File: config.mk
export PLATFORM = sky130hd
export DESIGN_NAME = underload_thermal_fault_logic
export DESIGN_NICKNAME = d
export VERILOG_FILES = /design/src/verilog/fault_pkg.sv /design/src/verilog/underload_thermal_fault_logic.sv /design/src/verilog/link_sampler.sv
export VERILOG_INCLUDE_DIRS = /design/src /design/src/verilog
export SDC_FILE = /design/constraint.sdc
export NUM_CORES = 1
export LEC_CHECK = 0
export BUFFER_PORTS_ARGS = -buffer_cell sky130_fd_sc_hd__buf_2
export CELL_PAD_IN_SITES_DETAIL_PLACEMENT = 1
export CELL_PAD_IN_SITES_GLOBAL_PLACEMENT = 1
export CORE_UTILIZATION = 48
export DETAILED_ROUTE_END_ITERATION = 10
export PLACE_DENSITY = 0.9
export SYNTH_ARGS = -nofsm -noshare
export SYNTH_HDL_FRONTEND = slang
export SYNTH_SLANG_ARGS = --single-unit
File: constraint.sdc
create_clock -name CORE_CLK_I -period 7.6 [get_ports CORE_CLK_I]
set_clock_uncertainty 0.1 [all_clocks]
set_input_delay 1.52 -clock CORE_CLK_I [delete_from_list [all_inputs] [get_ports CORE_CLK_I]]
set_output_delay 1.52 -clock CORE_CLK_I [all_outputs]
set_load 0.02 [all_outputs]
File: src/verilog/fault_defs.svh
//
// Behaviour
// - Any channel underload starts one shared delay timer
// - Later underloads only wait the timer's remainder
// - Expired underload with enable: channel off, flag, 10
// - Enable low keeps drivers on past the delay
// - Reset request clears underload flag, status, re-activates
// - Any sensor above warning level sets warning flag
// - Warning flag clears itself below warning hysteresis
// - Warning never changes channel drive state
// - Shutdown level: channel off, warning kept, shutdown flag
// - Reset request clears shutdown once below hysteresis
// - Latched shutdown shown on serial out after select falls
// - Reset acted on at select rise; interval timer blocks repeats
// - Reported status frozen during frame, updated after
// - Enable pin low clears all latched status except the warning flag
`ifndef FAULT_DEFS_SVH
`define FAULT_DEFS_SVH

`define NUM_CH            6
`define FRAME_BITS        16
`define BIT_CNT_W         5
`define TIMER_W           16
`define CLEAR_REQ_BIT     15
`define CH_STATUS_NONE    2'h0
`define CH_STATUS_UNDERLOAD 2'h2

// Timing, times in microseconds, clock in MHz
`define CORE_CLK_MHZ      200
`define UL_DELAY_US       200
`define CLEAR_INTERVAL_US 100

// Reset values
`define CS_IDLE           1'h1
`define TIMER_RST         16'h0000

`endif

File: src/verilog/fault_pkg.sv
`include "fault_defs.svh"

package fault_pkg;

   typedef logic [`NUM_CH-1:0] chan_t;

   // Analog comparator outputs, one bit per channel
   typedef struct packed {
      chan_t over_warn;
      chan_t under_warn_hyst;
      chan_t over_shutdown;
      chan_t under_shutdown_hyst;
   } sensor_t;

   // Reported status, thermal shutdown first so it leads the frame
   typedef struct packed {
      logic                  thermal_shutdown_flag;
      logic                  thermal_warning_flag;
      logic                  underload_flag;
      logic [`NUM_CH-1:0][1:0] half_bridge_channel_status;
   } status_t;

   // Sampled serial link events
   typedef struct packed {
      logic cs_high;
      logic cs_fall;
      logic cs_rise;
      logic sclk_rise;
      logic sclk_fall;
      logic si;
   } link_evt_t;

   typedef struct packed {
      logic cs1;
      logic cs2;
      logic cs3;
      logic sck1;
      logic sck2;
      logic sck3;
      logic si1;
      logic si2;
   } sampler_state_t;

   typedef struct packed {
      sensor_t                  s1;
      sensor_t                  s2;
      chan_t                    ul1;
      chan_t                    ul2;
      logic                     en1;
      logic                     en2;
      logic [`TIMER_W-1:0]      ul_cnt;
      logic                     ul_expired;
      logic [`TIMER_W-1:0]      clr_cnt;
      chan_t                    ul_off;
      chan_t                    tsd_off;
      status_t                  live;
      status_t                  shown;
      logic [`FRAME_BITS-1:0]   tx;
      logic [`FRAME_BITS-1:0]   rx;
      logic [`BIT_CNT_W-1:0]    bits;
      logic                     so;
      logic                     oe;
   } core_state_t;

endpackage

File: src/verilog/underload_thermal_fault_logic.sv
`timescale 1ns/1ps
`include "fault_defs.svh"

module underload_thermal_fault_logic #(
   parameter int unsigned UNDERLOAD_DELAY_CYCLES = `UL_DELAY_US * `CORE_CLK_MHZ,
   parameter int unsigned CLEAR_INTERVAL_CYCLES  = `CLEAR_INTERVAL_US * `CORE_CLK_MHZ
) (
   // Clock, reset, enable
   input  wire logic                 CORE_CLK_I,
   input  wire logic                 RST_I,
   input  wire logic                 CE_I,
   // Device controls
   input  wire logic                 ENABLE_PIN_I,
   input  wire logic                 UNDERLOAD_SHUTDOWN_ENABLE_I,
   // Analog fault detectors
   input  wire fault_pkg::chan_t     UNDERLOAD_DETECT_I,
   input  wire fault_pkg::sensor_t   SENSOR_I,
   // Serial link
   input  wire logic                 CHIP_SELECT_LOW_I,
   input  wire logic                 SERIAL_CLK_I,
   input  wire logic                 SERIAL_DATA_I,
   output logic                      SERIAL_DATA_O,
   output logic                      SERIAL_DATA_OE_O,
   // Driver control and status
   output fault_pkg::chan_t          CHANNEL_OFF_O,
   output fault_pkg::status_t        STATUS_O,
   output logic                      CLEAR_BLOCKED_O
);
   import fault_pkg::*;

   localparam logic [`TIMER_W-1:0]   UL_LAST   = `TIMER_W'(UNDERLOAD_DELAY_CYCLES - 1);
   localparam logic [`TIMER_W-1:0]   CLR_LOAD  = `TIMER_W'(CLEAR_INTERVAL_CYCLES);
   localparam logic [`BIT_CNT_W-1:0] FRAME_LEN = `BIT_CNT_W'(`FRAME_BITS);

   core_state_t q;
   core_state_t d;
   link_evt_t   lk;
   logic        clear_now;

   //----------------------------------------------------------------
   // Serial pin sampling
   //----------------------------------------------------------------
   // Link pins enter through their own synchroniser
   link_sampler u_link (
      .clk_i             (CORE_CLK_I),
      .rst_i             (RST_I),
      .ce_i              (CE_I),
      .chip_select_low_i (CHIP_SELECT_LOW_I),
      .sclk_i            (SERIAL_CLK_I),
      .si_i              (SERIAL_DATA_I),
      .evt_o             (lk)
   );

   //----------------------------------------------------------------
   // Helpers
   //----------------------------------------------------------------
   // Saturating down-counter for the interval timer
   function automatic logic [`TIMER_W-1:0] count_down(input logic [`TIMER_W-1:0] v);
      count_down = (v == `TIMER_RST) ? `TIMER_RST : v - `TIMER_W'(1);
   endfunction

   // Outgoing frame: status first, one padding bit last
   function automatic logic [`FRAME_BITS-1:0] frame_word(input status_t s);
      frame_word = {s, 1'b0};
   endfunction

   // Shift one bit in at the bottom of a frame register
   function automatic logic [`FRAME_BITS-1:0] shift_in(input logic [`FRAME_BITS-1:0] v,
                                                        input logic                  b);
      shift_in = {v[`FRAME_BITS-2:0], b};
   endfunction

   // Hot channels stay latched until their sensor has cooled
   function automatic chan_t release_cool(input chan_t off, input chan_t cool);
      release_cool = off & ~cool;
   endfunction

   //----------------------------------------------------------------
   // Next state
   //----------------------------------------------------------------
   always_comb begin
      d         = q;
      clear_now = 1'b0;
      if (CE_I) begin
         //-------------------------------------------------------------
         // Input synchronisers
         //-------------------------------------------------------------
         d.s1  = SENSOR_I;
         d.s2  = q.s1;
         d.ul1 = UNDERLOAD_DETECT_I;
         d.ul2 = q.ul1;
         d.en1 = ENABLE_PIN_I;
         d.en2 = q.en1;

         //-------------------------------------------------------------
         // Serial frame
         //-------------------------------------------------------------
         if (lk.cs_fall) begin
            d.tx   = frame_word(q.live);
            d.so   = q.live.thermal_shutdown_flag;
            d.bits = '0;
            d.oe   = 1'b1;
         end
         if (!lk.cs_high && lk.sclk_rise) begin
            d.rx = shift_in(q.rx, lk.si);
            d.tx = shift_in(q.tx, 1'b0);
            if (q.bits != '1) begin
               d.bits = q.bits + `BIT_CNT_W'(1);
            end
         end
         if (!lk.cs_high && lk.sclk_fall) begin
            d.so = q.tx[`FRAME_BITS-1];
         end
         if (lk.cs_rise) begin
            d.oe = 1'b0;
            // Only whole frames count; interval timer blocks repeats
            clear_now = (q.bits == FRAME_LEN) && q.rx[`CLEAR_REQ_BIT]
                        && (q.clr_cnt == `TIMER_RST);
         end

         //-------------------------------------------------------------
         // Status reset request, clears before sets
         //-------------------------------------------------------------
         d.clr_cnt = count_down(q.clr_cnt);
         if (clear_now) begin
            d.clr_cnt                          = CLR_LOAD;
            d.live.underload_flag              = 1'b0;
            d.live.half_bridge_channel_status  = '0;
            d.ul_off                           = '0;
            d.tsd_off = release_cool(q.tsd_off, q.s2.under_shutdown_hyst);
         end

         //-------------------------------------------------------------
         // Shared underload delay
         //-------------------------------------------------------------
         if (|q.ul2) begin
            if (!q.ul_expired) begin
               if (q.ul_cnt == UL_LAST) begin
                  d.ul_expired = 1'b1;
               end else begin
                  d.ul_cnt = q.ul_cnt + `TIMER_W'(1);
               end
            end
         end else begin
            d.ul_cnt     = `TIMER_RST;
            d.ul_expired = 1'b0;
         end

         //-------------------------------------------------------------
         // Per-channel underload latch
         //-------------------------------------------------------------
         // Set after clear, so a persisting fault wins
         for (int ch = 0; ch < `NUM_CH; ch++) begin
            if (q.ul_expired && q.ul2[ch]) begin
               d.live.underload_flag = 1'b1;
               if (d.live.half_bridge_channel_status[ch] == `CH_STATUS_NONE) begin
                  d.live.half_bridge_channel_status[ch] = `CH_STATUS_UNDERLOAD;
               end
               if (UNDERLOAD_SHUTDOWN_ENABLE_I) begin
                  d.ul_off[ch] = 1'b1;
               end
            end
         end

         //-------------------------------------------------------------
         // Thermal warning and shutdown
         //-------------------------------------------------------------
         if (|q.s2.over_warn) begin
            d.live.thermal_warning_flag = 1'b1;
         end else if (&q.s2.under_warn_hyst) begin
            d.live.thermal_warning_flag = 1'b0;
         end
         d.tsd_off = d.tsd_off | q.s2.over_shutdown;
         if (|q.s2.over_shutdown) begin
            d.live.thermal_warning_flag = 1'b1;
         end

         //-------------------------------------------------------------
         // Enable pin low clears everything latched except the warning flag
         //-------------------------------------------------------------
         // Enable clear overrides the underload and shutdown sets above
         if (!q.en2) begin
            d.live.underload_flag             = 1'b0;
            d.live.half_bridge_channel_status = '0;
            d.ul_off                          = '0;
            d.tsd_off                         = '0;
            d.ul_cnt                          = `TIMER_RST;
            d.ul_expired                      = 1'b0;
         end
         d.live.thermal_shutdown_flag = |d.tsd_off;

         //-------------------------------------------------------------
         // Reported copy held while a frame is open
         //-------------------------------------------------------------
         if (lk.cs_high && !lk.cs_rise) begin
            d.shown = d.live;
         end
      end
   end

   //----------------------------------------------------------------
   // State register
   //----------------------------------------------------------------
   always_ff @(posedge CORE_CLK_I or posedge RST_I) begin
      if (RST_I) begin
         q <= '0;
      end else begin
         q <= d;
      end
   end

   //----------------------------------------------------------------
   // Outputs
   //----------------------------------------------------------------
   // Warning flag deliberately absent from the off terms
   assign CHANNEL_OFF_O    = q.ul_off | q.tsd_off;
   assign STATUS_O         = q.shown;
   assign SERIAL_DATA_O    = q.so;
   assign SERIAL_DATA_OE_O = q.oe;
   // Interval timer still running
   assign CLEAR_BLOCKED_O  = (q.clr_cnt != `TIMER_RST);

endmodule

File: src/verilog/link_sampler.sv
`timescale 1ns/1ps
`include "fault_defs.svh"

module link_sampler (
   // Clock and reset
   input  wire logic                 clk_i,
   input  wire logic                 rst_i,
   input  wire logic                 ce_i,
   // Serial pins
   input  wire logic                 chip_select_low_i,
   input  wire logic                 sclk_i,
   input  wire logic                 si_i,
   // Events
   output fault_pkg::link_evt_t      evt_o
);
   import fault_pkg::*;

   localparam sampler_state_t RST_STATE = '{cs1: `CS_IDLE, cs2: `CS_IDLE,
                                            cs3: `CS_IDLE, default: 1'b0};

   sampler_state_t q;
   sampler_state_t d;

   always_comb begin
      d = q;
      if (ce_i) begin
         d.cs1  = chip_select_low_i;
         d.cs2  = q.cs1;
         d.cs3  = q.cs2;
         d.sck1 = sclk_i;
         d.sck2 = q.sck1;
         d.sck3 = q.sck2;
         d.si1  = si_i;
         d.si2  = q.si1;
      end
   end

   always_ff @(posedge clk_i or posedge rst_i) begin
      if (rst_i) begin
         q <= RST_STATE;
      end else begin
         q <= d;
      end
   end

   // Edges seen only past the second stage
   always_comb begin
      evt_o.cs_high   = q.cs2;
      evt_o.cs_fall   = q.cs3 & ~q.cs2;
      evt_o.cs_rise   = ~q.cs3 & q.cs2;
      evt_o.sclk_rise = ~q.sck3 & q.sck2;
      evt_o.sclk_fall = q.sck3 & ~q.sck2;
      evt_o.si        = q.si2;
   end

endmodule

==> results list <==
- Worst-skew pair later-pin latency: 440 ps
- Number of DRC markers in iteration 0: 379
* Count of final hold-check violations: 0
- Together, buffers and inverters on the worst path number 3.
- Via count: 5732
* Total Negative Setup Slacks: 0 ps
- The average instance in the mapped netlist occupies 11.4 um^2.
* Maximum VDD drop: 0.170 mV
- Worst-path cell with the longest stage delay: nor4b_4
- Setup repair after global routing left no endpoint under its margin.
* Shortest period the worst path allows: 3920 ps
- The number of pins with negative max-slew slack in the final report is 0.
* Power per cell area: 276 nW/um^2
- CP peak stage delay: 500 ps
- Post_cts resized: 0
* Async set-reset flop share out of synthesis: 100%
* Count of yosys warnings during synthesis: 0
- Cells with a size suffix above 1 make up 26.4% of the layout.
- Clock transition at the registers of the reported paths: 70 ps
- Top library cells by usage in the layout, fill and taps aside: dfrtp_1, mux2_2, nand2_1, o21ai_0, buf_2
* Buffers from clock root to sink, at most: 2
- Crit-path max FO: 8
- Counting every net in the synthesized netlist gives 765.
* Endpoint class of the critical path: output pin
* Core ar.: 16600 um^2
- Post-synth top flop: dfrtp_1
- Die area: 17500 um^2
- The run finished with clean final reports.
- Pin count of the biggest net entering global routing: 87
- Number of setup violations in the final report: 0
* Number of fillers in the final layout: 1757
* Max-cap check violation count: 0
* Post-layout total power: 0.00251 W
- The worst pin sits at a relative slew slack of 47.0%.
- Once the clock tree was built, the setup fixing pass inserted 0 buffers.
* Port Buffer Count: 61
- The biggest area contributor in the post-synthesis netlist is dfrtp_1.
* Number of standard cells after synthesis: 718
* Critical Path Start Type: register
- Number of clock sinks: 183
- Derived from the worst setup path, the maximum achievable clock frequency is 255 MHz.
- Across every metal layer, demand over resource in global routing totals 23.7%.
- Dpl hpwl: 13300 um
- Starting utilization of the core area: 49.3%
- Number of enable-type register cells in the synthesized netlist: 0
- Number of synthesized register bits: 183
- Combined area of all synthesized cells: 8170 um^2
- In this run, CTS created clock tree buffers numbering 17.
- Routed wire per std cell: 19.5 um
- After detailed routing, the number of vias per cell comes to 5.83.
- Vias in the first global route: 6180
- Antenna violations before repair: 0
- The worst path uses 51.6% of the clock period.
* Overall die width: 132 um
* Cell Chain, Critical Path: inv_1, ha_1, nor4b_1, nor4b_4, inv_1, buf_2
- Cell types with the largest area share after synthesis: dfrtp_1, mux2_2, o21ai_0
* Worst flop-to-flop path startpoint: q[81]
- Final Wtd Congestion: 0.817
- Relative to the synthesized area, the layout overhead comes to 11.2%.
- Data on the critical path arrives at its endpoint at 2300 ps.
- The final layout contains routed wiring with a total length of 19200 um.
* Source of the critical timing path: q[81]
* Leakage: 4.00 nW
- In this design, the largest share of critical-path delay is due to simple AND/OR/NAND/NOR gates.
- Kind of critical path: register to output pin
- In this run the clock root is driven by a clkbuf_16.
* Total grt overflow: 0
- For this run, the register share of the synthesized area comes to 56.1%.
- Number of antenna repair diodes: 0
- Count of boundary I/O pins: 62
* Worst hold slack across all endpoints: 376 ps
- In the routed design, unresolved DRC markers number 0.
* Leading cell type in the layout, fill and taps excluded: dfrtp_1
- Post-DRT Antenna Nets: 0
- The first detailed-routing pass took 4 iterations.
- CTS hold repair buffers: 0
- Maximum level of the CTS H-tree: 4
- Final Net Count: 798
- Distinct cell type count of the synthesized netlist: 60
* First-pass GRT wire length: 32200 um
- Critical path's most frequent cell: inv_1
* Core Rows: 47
- Worst hold path startpoint: STATUS_O[9]
- Vert. Die Dim: 132 um
- Clock tree from TritonCTS: done
- Required time reported for the critical path endpoint: 5980 ps
- Slew at the pin with the worst max-slew slack: 795 ps
* Area share of the largest cell type after synthesis: 55.1%
* Kind of path behind the tightest hold check: register to register
-- path summary, 6_finish.rpt --
kind	cells after the start	to	slack, ps
max	6	CLEAR_BLOCKED_O	3680
min	2	STATUS_O[9]	380
max reg2reg	7	q[55]	4480
min reg2reg	2	STATUS_O[9]	380
max in group asynchronous	3	q[137]	5130
min in group asynchronous	2	q[143]	1100
-- sequential cells by signal, indices dropped and copies added (netlist names) --
name and flops:
u_link.evt_o 2, SERIAL_DATA_O 1, u_link.q 6, SERIAL_DATA_OE_O 1
STATUS_O 15, q 158
-- stage by stage --
| stage | instances | area [um^2] | worst slack [ps] | utilization, % |
|---|---|---|---|---|
| 2_1_floorplan | 718 | 8170 | 1010 | - |
| 3_3_place_gp | 952 | 8510 | 3980 | 51.3 |
| 3_5_place_dp | 952 | 8510 | 3830 | 51.3 |
| 4_1_cts | 984 | 9090 | 3640 | 54.8 |
| 5_1_grt | 984 | 9090 | 3500 | 54.8 |
| 6_report | 984 | 9090 | 3680 | 54.8 |
-- layout make-up --
class	count	area (um^2)	share of cell area, %
clock buffers	18	439	4.83
multi-input cells	458	3210	35.3
clock inverters	14	138	1.51
well taps	220	275	3.03
inverters	25	98.8	1.09
repair buffers	66	345	3.80
flip-flops and latches	183	4580	50.4
-- cell usage after synthesis, types with 6 or more instances --
| library cell | n |
|---|---|
| ha_1 | 9 |
| nand2_1 | 74 |
| mux2i_1 | 8 |
| o21ai_0 | 64 |
| nor4_1 | 9 |
| o22ai_1 | 10 |
| nor2_1 | 33 |
| buf_4 | 16 |
| clkbuf_1 | 23 |
| inv_1 | 25 |
| nor3_1 | 8 |
| dfrtp_1 | 180 |
| mux2_2 | 86 |
| and2_1 | 8 |
| a21oi_1 | 21 |
| xnor2_1 | 7 |
| or2_2 | 6 |
| and3_1 | 7 |
| nand4_1 | 6 |
| o2bb2ai_1 | 8 |
| xor2_1 | 10 |
| nand3_1 | 16 |
| a32oi_1 | 6 |
-- layer usage --
layer	vias up	global-route usage (%)	part of all wire [%]
met1	2933	29.5	43
li1	2603	-	-
met3	45	5.06	4.2
met2	151	40.0	50
met4	0	9.90	2.7
met5	-	0	0
-- cell families after synthesis --
group,synth area share [%]
flip-flops,56.1
XOR/XNOR,1.82
buffers and inverters,4.63
multiplexers,12.8
AO/OA/AOI/OAI,10.9
AND/OR/NAND/NOR,12.3
adder cells (fa/ha/maj),1.38
-- worst register-to-register path, stage by stage (launching register included) --
cell     delay [ps]
dfrtp_1         410
inv_1           140
ha_1            150
nor4b_1         430
and4_1          760
nand2_1         430
a32oi_1         400
o22ai_1         150
-- report_power, final --
part	switching [W]	internal (W)
Sequential	0.000136	0.00111
Clock	0.000405	0.000469
Combinational	0.000221	0.000172
Total	0.000761	0.00175
(Power assumes the default switching activity.)
